$ cat src/core/sac_pkg.sv
// Constants and types shared by the sampling converter output control
package sac_pkg;

   // ----------------------------------------------------------------
   // Data path shape
   // ----------------------------------------------------------------
   localparam int SAMPLE_W = 12;
   localparam int LATENCY = 5;
   localparam int PIPE_STAGES = LATENCY;

   // ----------------------------------------------------------------
   // Register map (byte addresses on the Avalon-MM slave)
   // ----------------------------------------------------------------
   localparam int ADDR_W = 5;
   localparam logic [4:0] OFS_CTRL = 5'h00;
   localparam logic [4:0] OFS_STATUS = 5'h04;
   localparam logic [4:0] OFS_LAST_SAMPLE = 5'h08;
   localparam logic [4:0] OFS_IRQ_STATUS = 5'h0C;
   localparam logic [4:0] OFS_IRQ_ENABLE = 5'h10;
   localparam logic [4:0] OFS_IRQ_CLEAR = 5'h14;

   // CTRL fields
   localparam int CTRL_SNAP_EN_BIT = 0;
   localparam logic CTRL_RESET = 1'b1;

   // STATUS fields
   localparam int ST_MODE_LSB = 0;
   localparam int ST_TWOS_BIT = 4;
   localparam int ST_STAB_BIT = 5;

   // LAST_SAMPLE fields
   localparam int LS_FLAG_BIT = 12;

   // Interrupt event bits
   localparam int IRQ_W = 3;
   localparam int EV_SAMPLE = 0;
   localparam int EV_RANGE = 1;
   localparam int EV_MODE = 2;
   localparam logic [IRQ_W-1:0] IRQ_EN_RESET = 3'h0;

   // ----------------------------------------------------------------
   // Format strap levels, as quantised by the pin comparators
   // ----------------------------------------------------------------
   localparam logic [1:0] FMT_GND = 2'h0;
   localparam logic [1:0] FMT_THIRD = 2'h1;
   localparam logic [1:0] FMT_TWO_THIRDS = 2'h2;
   localparam logic [1:0] FMT_FULL = 2'h3;

   // ----------------------------------------------------------------
   // Operating modes, one-hot
   // ----------------------------------------------------------------
   typedef enum logic [3:0] {
      SAC_RUN_DRIVE = 4'h1,
      SAC_RUN_HIZ = 4'h2,
      SAC_NAP = 4'h4,
      SAC_SLEEP = 4'h8
   } sac_mode_t;

endpackage

$ cat src/core/sac_output_ctrl.sv
// Output control of a pipelined 12-bit sampling converter with Avalon-MM status access
//
// Local design decisions: the register offsets and the Avalon-MM interface to the registers.
`timescale 1ns/1ns
module sac_output_ctrl (
   // System clock and reset
   input wire logic i_mclk,
   input wire logic i_srst,
   // Device pins (asynchronous to i_mclk)
   input wire logic i_sample_clk,
   input wire logic i_power_down_select,
   input wire logic i_output_enable_n,
   input wire logic [1:0] i_format_level,
   // Quantiser result from the conversion core (i_mclk domain)
   input wire logic [sac_pkg::SAMPLE_W-1:0] i_core_code,
   input wire logic i_core_out_of_range,
   // Parallel outputs, enables low while driving
   output logic [sac_pkg::SAMPLE_W-1:0] o_sample_code_bits,
   output logic [sac_pkg::SAMPLE_W-1:0] o_sample_code_bits_oe_n,
   output logic o_range_exceeded_flag,
   output logic o_range_exceeded_flag_oe_n,
   // Clock conditioning control
   output logic o_stabilizer_on,
   // Avalon-MM slave
   input wire logic [sac_pkg::ADDR_W-1:0] i_avs_address,
   input wire logic i_avs_read,
   input wire logic i_avs_write,
   input wire logic [31:0] i_avs_writedata,
   output logic [31:0] o_avs_readdata,
   output logic o_avs_waitrequest,
   // Interrupt
   output logic o_irq
);

   // ----------------------------------------------------------------
   // Pin synchronisers
   // ----------------------------------------------------------------
   logic sclk_sync;
   logic sclk_prev_q;
   logic sample_edge;
   logic pd_sel;
   logic oe_n;
   logic [1:0] fmt_lvl;

   // Each pin gets its own two-flop chain; only the second stage reaches logic
   sac_sync2 #(
      .W(1)
   ) sclk_sync_u (
      .i_mclk(i_mclk),
      .i_srst(i_srst),
      .i_d(i_sample_clk),
      .o_q(sclk_sync)
   );

   sac_sync2 #(
      .W(1)
   ) pd_sync_u (
      .i_mclk(i_mclk),
      .i_srst(i_srst),
      .i_d(i_power_down_select),
      .o_q(pd_sel)
   );

   sac_sync2 #(
      .W(1)
   ) oe_sync_u (
      .i_mclk(i_mclk),
      .i_srst(i_srst),
      .i_d(i_output_enable_n),
      .o_q(oe_n)
   );

   // The two strap bits may settle a cycle apart; the strap is meant to stay static
   sac_sync2 #(
      .W(2)
   ) fmt_sync_u (
      .i_mclk(i_mclk),
      .i_srst(i_srst),
      .i_d(i_format_level),
      .o_q(fmt_lvl)
   );

   // Rising edge detector on the synchronised sample clock
   always_ff @(posedge i_mclk) begin
      if (i_srst) begin
         sclk_prev_q <= 1'b0;
      end else begin
         sclk_prev_q <= sclk_sync;
      end
   end

   assign sample_edge = sclk_sync & ~sclk_prev_q;

   // ----------------------------------------------------------------
   // Operating mode
   // ----------------------------------------------------------------
   sac_pkg::sac_mode_t mode_q;
   sac_pkg::sac_mode_t mode_d;
   logic converting;
   logic drive;

   // Mode follows the two pins every cycle
   always_comb begin
      unique case ({pd_sel, oe_n})
         2'b00: mode_d = sac_pkg::SAC_RUN_DRIVE;
         2'b01: mode_d = sac_pkg::SAC_RUN_HIZ;
         2'b10: mode_d = sac_pkg::SAC_NAP;
         2'b11: mode_d = sac_pkg::SAC_SLEEP;
      endcase
   end

   always_ff @(posedge i_mclk) begin
      if (i_srst) begin
         mode_q <= sac_pkg::SAC_SLEEP;
      end else begin
         mode_q <= mode_d;
      end
   end

   // Nap and sleep freeze the pipeline; high-impedance run keeps it moving
   assign converting = (mode_q == sac_pkg::SAC_RUN_DRIVE) || (mode_q == sac_pkg::SAC_RUN_HIZ);
   assign drive = (mode_q == sac_pkg::SAC_RUN_DRIVE);

   // ----------------------------------------------------------------
   // Format strap decode
   // ----------------------------------------------------------------
   logic twos_q;
   logic stab_q;

   // Registered so the coding never changes mid-cycle of the output stage
   always_ff @(posedge i_mclk) begin
      if (i_srst) begin
         twos_q <= 1'b0;
      end else begin
         twos_q <= (fmt_lvl == sac_pkg::FMT_TWO_THIRDS) || (fmt_lvl == sac_pkg::FMT_FULL);
      end
   end

   // Stabilizer setting only; the clock shaping itself lies outside this block
   always_ff @(posedge i_mclk) begin
      if (i_srst) begin
         stab_q <= 1'b0;
      end else begin
         stab_q <= (fmt_lvl == sac_pkg::FMT_THIRD) || (fmt_lvl == sac_pkg::FMT_TWO_THIRDS);
      end
   end

   assign o_stabilizer_on = stab_q;

   // ----------------------------------------------------------------
   // Conversion pipeline
   // ----------------------------------------------------------------
   logic [sac_pkg::SAMPLE_W:0] pipe_q [sac_pkg::PIPE_STAGES];
   logic [sac_pkg::SAMPLE_W-1:0] code_q;
   logic flag_q;
   logic sample_done;

   assign sample_done = sample_edge & converting;

   // Flag and word share one stage entry so they cannot drift apart
   always_ff @(posedge i_mclk) begin
      if (i_srst) begin
         for (int i = 0; i < sac_pkg::PIPE_STAGES; i++) begin
            pipe_q[i] <= 13'h0000;
         end
      end else if (sample_done) begin
         pipe_q[0] <= {i_core_out_of_range, i_core_code};
         for (int i = 1; i < sac_pkg::PIPE_STAGES; i++) begin
            pipe_q[i] <= pipe_q[i-1];
         end
      end
   end

   // Output stage is the sixth edge; two's complement inverts the MSB
   always_ff @(posedge i_mclk) begin
      if (i_srst) begin
         code_q <= 12'h000;
      end else if (sample_done) begin
         code_q <= pipe_q[sac_pkg::PIPE_STAGES-1][sac_pkg::SAMPLE_W-1:0] ^
                   {twos_q, {(sac_pkg::SAMPLE_W-1){1'b0}}};
      end
   end

   // The flag leaves the same stage entry as its word, in the same cycle
   always_ff @(posedge i_mclk) begin
      if (i_srst) begin
         flag_q <= 1'b0;
      end else if (sample_done) begin
         flag_q <= pipe_q[sac_pkg::PIPE_STAGES-1][sac_pkg::SAMPLE_W];
      end
   end

   // Pads float outside the driving mode
   assign o_sample_code_bits = code_q;
   assign o_range_exceeded_flag = flag_q;
   assign o_sample_code_bits_oe_n = {sac_pkg::SAMPLE_W{~drive}};
   assign o_range_exceeded_flag_oe_n = ~drive;

   // ----------------------------------------------------------------
   // Avalon-MM slave
   // ----------------------------------------------------------------
   logic ack_q;
   logic req;
   logic wr_take;
   logic [31:0] rdata_q;
   logic snap_en_q;
   logic [sac_pkg::SAMPLE_W:0] last_q;
   logic [sac_pkg::IRQ_W-1:0] irq_stat_q;
   logic [sac_pkg::IRQ_W-1:0] irq_en_q;
   logic [sac_pkg::IRQ_W-1:0] events;
   logic [sac_pkg::IRQ_W-1:0] clr;
   logic [31:0] rd_mux;

   // Fixed one wait state: answer at the second edge of every request
   assign req = i_avs_read | i_avs_write;
   assign o_avs_waitrequest = req & ~ack_q;
   assign wr_take = i_avs_write & ack_q;

   always_ff @(posedge i_mclk) begin
      if (i_srst) begin
         ack_q <= 1'b0;
      end else begin
         ack_q <= req & ~ack_q;
      end
   end

   // Read multiplexer; unmapped offsets read as zero
   always_comb begin
      rd_mux = 32'h0000_0000;
      unique case (i_avs_address)
         sac_pkg::OFS_CTRL: rd_mux[sac_pkg::CTRL_SNAP_EN_BIT] = snap_en_q;
         sac_pkg::OFS_STATUS: begin
            rd_mux[sac_pkg::ST_MODE_LSB +: 4] = mode_q;
            rd_mux[sac_pkg::ST_TWOS_BIT] = twos_q;
            rd_mux[sac_pkg::ST_STAB_BIT] = stab_q;
         end
         sac_pkg::OFS_LAST_SAMPLE: rd_mux[sac_pkg::LS_FLAG_BIT:0] = last_q;
         sac_pkg::OFS_IRQ_STATUS: rd_mux[sac_pkg::IRQ_W-1:0] = irq_stat_q;
         sac_pkg::OFS_IRQ_ENABLE: rd_mux[sac_pkg::IRQ_W-1:0] = irq_en_q;
         default: rd_mux = 32'h0000_0000;
      endcase
   end

   // Read data is captured in the wait cycle and stands at the answer edge
   always_ff @(posedge i_mclk) begin
      if (i_srst) begin
         rdata_q <= 32'h0000_0000;
      end else if (i_avs_read & ~ack_q) begin
         rdata_q <= rd_mux;
      end
   end

   assign o_avs_readdata = rdata_q;

   // Snapshot enable; a write takes effect at its answer edge
   always_ff @(posedge i_mclk) begin
      if (i_srst) begin
         snap_en_q <= sac_pkg::CTRL_RESET;
      end else if (wr_take && i_avs_address == sac_pkg::OFS_CTRL) begin
         snap_en_q <= i_avs_writedata[sac_pkg::CTRL_SNAP_EN_BIT];
      end
   end

   // Interrupt mask; writing it never touches the sticky status itself
   always_ff @(posedge i_mclk) begin
      if (i_srst) begin
         irq_en_q <= sac_pkg::IRQ_EN_RESET;
      end else if (wr_take && i_avs_address == sac_pkg::OFS_IRQ_ENABLE) begin
         irq_en_q <= i_avs_writedata[sac_pkg::IRQ_W-1:0];
      end
   end

   // Snapshot of the word leaving the pipeline; software may freeze it
   always_ff @(posedge i_mclk) begin
      if (i_srst) begin
         last_q <= 13'h0000;
      end else if (sample_done & snap_en_q) begin
         last_q <= {pipe_q[sac_pkg::PIPE_STAGES-1][sac_pkg::SAMPLE_W],
                    pipe_q[sac_pkg::PIPE_STAGES-1][sac_pkg::SAMPLE_W-1:0] ^
                    {twos_q, {(sac_pkg::SAMPLE_W-1){1'b0}}}};
      end
   end

   // ----------------------------------------------------------------
   // Interrupts
   // ----------------------------------------------------------------
   assign events[sac_pkg::EV_SAMPLE] = sample_done;
   assign events[sac_pkg::EV_RANGE] = sample_done & pipe_q[sac_pkg::PIPE_STAGES-1][sac_pkg::SAMPLE_W];
   assign events[sac_pkg::EV_MODE] = (mode_d != mode_q);
   assign clr = (wr_take && i_avs_address == sac_pkg::OFS_IRQ_CLEAR) ?
                i_avs_writedata[sac_pkg::IRQ_W-1:0] : 3'h0;

   // A new event in the clearing cycle wins over the clear
   always_ff @(posedge i_mclk) begin
      if (i_srst) begin
         irq_stat_q <= 3'h0;
      end else begin
         irq_stat_q <= (irq_stat_q & ~clr) | events;
      end
   end

   assign o_irq = |(irq_stat_q & irq_en_q);

endmodule

// Two-flop synchroniser for a level that arrives from outside the clock domain
module sac_sync2 #(
   parameter int W = 1
) (
   // Clock and reset
   input wire logic i_mclk,
   input wire logic i_srst,
   // Level in and synchronised level out
   input wire logic [W-1:0] i_d,
   output logic [W-1:0] o_q
);

   logic [W-1:0] meta_q;
   logic [W-1:0] sync_q;

   // Only the second stage leaves the module; the first may still be settling
   always_ff @(posedge i_mclk) begin
      if (i_srst) begin
         meta_q <= {W{1'b0}};
         sync_q <= {W{1'b0}};
      end else begin
         meta_q <= i_d;
         sync_q <= meta_q;
      end
   end

   assign o_q = sync_q;

endmodule

$ cat config.mk
export PLATFORM = sky130hd
export DESIGN_NAME = sac_output_ctrl
export DESIGN_NICKNAME = d
export VERILOG_FILES = /design/src/core/sac_pkg.sv /design/src/core/sac_output_ctrl.sv
export SDC_FILE = /design/constraint.sdc
export NUM_CORES = 1
export LEC_CHECK = 0
export ABC_AREA = 1
export BUFFER_PORTS_ARGS = -buffer_cell sky130_fd_sc_hd__buf_4
export CAP_MARGIN = 20
export CORE_MARGIN = 2
export CORE_UTILIZATION = 50
export DETAILED_ROUTE_END_ITERATION = 10
export PLACE_DENSITY = 0.75
export SLEW_MARGIN = 5
export SYNTH_ARGS = -nofsm -noshare
export SYNTH_HDL_FRONTEND = slang
export SYNTH_SLANG_ARGS = --single-unit
$ cat constraint.sdc
create_clock -name i_mclk -period 7.1 [get_ports i_mclk]
set_clock_uncertainty 0.1 [all_clocks]
set_input_delay 1.065 -clock i_mclk [delete_from_list [all_inputs] [get_ports i_mclk]]
set_output_delay 1.065 -clock i_mclk [all_outputs]
set_load 0.01 [all_outputs]
==> impl_metrics.tcl <==
set metrics [dict create \
    vias_per_cell 4.634 \
    wl_per_cell_um 11.57 \
    diodes 0 \
    status "finished clean" \
    setup_viol 0 \
    gp_congestion 0.8183 \
    hp-class "reg2reg" \
    die_x_um 105.9 \
    cp.required_ns 7.35 \
    cp-end-kind "flop" \
    cts_buffers 17 \
    fmax_mhz 354.5 \
    core_um2 10180 \
    setup_tns_ns 0 \
    post_cts_buffers 0 \
    critPathMaxFanout 38 \
    antenna_found_initial 0 \
    drt_wl_total_um 8863 \
    synth_seq_cells 129 \
    p_total_mw 1.754 \
    fin_crit_sh 0.3973 \
    synth_cell_types 24 \
    die_area_um2 11210 \
    drv_slew 0 \
    syn_area_per_cell_um2 9.266 \
    layout.cells.non_filler 766 \
    syn_inst 560 \
    syn_area_um2 5189 \
    hold_viol_final 0 \
    ios 120 \
    crit_path_start_kind "input pin" \
    power.density_nw_per_um2 281.6 \
    remaining_drc_errors 0 \
    cts_resized 0 \
    grt_pass1_vias 3454 \
    preCtsSetupSlack_ns 3.800 \
    cts_sinks 129 \
    vias 3550 \
    cap_violations 0 \
    io_buffer_count 71 \
    overflow 0 \
    fin_nets 678 \
    insertion_delay_ns 0.51 \
    grtUsageTotal 0.1678 \
    dr.first_iter.drc_count 114 \
    cts_hold_repair.buffers 0 \
    max_slew.worst_pin.slew_ns 0.8814 \
    ant_nets 0 \
    clockBufferDepth 2 \
    arrival_ns 3.07 \
    cellLeakagePower_nw 2.814 \
    cts_tree "yes" \
    place_hpwl_um 5553 \
    areaGrowthSynthToFinish_pct 20.04 \
    peakVddDrop_mv 0.1583 \
    rsz0062_at_grt "false" \
    final_layout_size_suffix_gt1_frac 0.1762 \
    num-fill-cells 848 \
    multiInputGateArea_um2 1303 \
    htreeDepth 4 \
    relSlewSlack 0.4102 \
    die_h_um 105.9 \
    placed_cells 734 \
    root_buffer "clkbuf_8" \
    crit_type "in2reg" \
    regArea_um2 3233 \
    path_clk_slew_ns 0.06 \
    initial_core_util 0.5095 \
    final.min_clock_period_ns 2.821 \
    ys.warnings.count 0 \
    drtPass1Iterations 4 \
    row_count 37 \
    grt_max_degree 66 \
    ys_seq_area_frac 0.6231 \
    grt_pass1_wl_um 14880 \
    setup_ws_ns 4.279 \
]
==> layout by cell type, fill, tap and decap left out <==
cell type and n:
buf_4 73, dfxtp_1 64, nand2_2 3, bufinv_16 2
conb_1 19, nor3_1 5, nand2_1 59, inv_1 97
o22ai_1 1, a21oi_1 26, edfxtp_1 65, and3_1 1
ha_1 2, inv_6 2, clkinv_4 1, clkbuf_8 2
nand3_1 7, nand4_1 12, inv_4 4, nor2_2 1
o21ai_0 32, inv_2 2, o211ai_1 3, xor2_1 5
nor2_1 119, xnor2_1 1, clkinv_2 3, clkbuf_16 17
clkbuf_1 1, buf_12 1
==> power breakdown <==
group / internal [mW] / switching [mW]
registers: 0.809 / 0.0117
logic: 0.0355 / 0.0547
clock network: 0.531 / 0.312
total: 1.38 / 0.378
==> routing by layer <==
metal  share of wire  vias to the layer above  GRT usage
met5               0                        -          0
met2            0.52                       88     0.2959
met4          0.0058                        0    0.06767
met3           0.053                        4    0.04638
li1                -                     1811          -
met1            0.42                     1647     0.1922
==> synth_stat cells <==
cell | number | share of area
nor2_2 | 1 | 0.0012
inv_1 | 97 | 0.070
xnor2_1 | 1 | 0.0017
nand3_1 | 7 | 0.0068
o21ai_0 | 32 | 0.031
dfxtp_1 | 64 | 0.25
conb_1 | 1 | 0.00072
nand4_1 | 12 | 0.014
buf_2 | 5 | 0.0048
buf_4 | 32 | 0.046
a21oi_1 | 26 | 0.025
clkbuf_1 | 14 | 0.010
edfxtp_1 | 65 | 0.38
xor2_1 | 5 | 0.0084
and3_1 | 1 | 0.0012
nand2_1 | 60 | 0.043
o211ai_1 | 3 | 0.0043
inv_2 | 2 | 0.0014
nand2_2 | 2 | 0.0024
o22ai_1 | 1 | 0.0012
nor3_1 | 5 | 0.0048
ha_1 | 2 | 0.0048
nor2_1 | 119 | 0.086
buf_6 | 3 | 0.0065
==> cells by family after synthesis <==
logic type / synth area share
AOI/OAI and AO/OA: 0.06149
DFF: 0.6231
and+or+nand+nor: 0.1604
buffers and inverters: 0.1394
other: 0.0007227
xor gates and xnor gates: 0.01013
adders and majority gates: 0.004822
==> flip-flops by register name, summed over array words and instances, names as in the netlist, 2 cells and up <==
name / cells
fmt_sync_u.meta_q: 2
pipe_q: 65
mode_q: 4
irq_en_q: 3
o_avs_readdata: 13
fmt_sync_u.o_q: 2
last_q: 13
o_sample_code_bits: 12
irq_stat_q: 3
==> critical path: stages <==
cell	delay, ns
buf_4	0.23
inv_1	0.68
nand2_2	0.59
buf_12	0.35
nor2_1	0.13
==> area by class of cell <==
class / instances / share of cell area
repair buffers: 74 / 0.09120
multi-input cells: 296 / 0.2091
flip-flops and latches: 129 / 0.5191
clock buffers: 20 / 0.07332
clock inverters: 12 / 0.02029
well taps: 136 / 0.02732
inverters: 99 / 0.05966
==> metrics by stage <==
stage	hold slack, ns	area (µm²)	utilization
final	0.3012	6228	0.6115
after global routing	0.3154	6228	0.6115
after CTS	0.3026	6228	0.6115
after detailed placement	0.2947	5645	0.5543
after global placement	0.2892	5625	0.5523
after floorplan	0.2883	5256	-
==> worst paths after layout <==
kind / from / end / slack [ns] / depth (start not counted)
worst max-delay path: i_srst / pipe_q[0][18] / 4.28 / 5
worst min register to register: oe_sync_u.meta_q / oe_sync_u.o_q / 0.30 / 2
worst max register to register: mode_q[3] / pipe_q[0][18] / 4.72 / 8
worst min-delay path: oe_sync_u.meta_q / oe_sync_u.o_q / 0.30 / 2
Power figures use the tool's default switching activity.
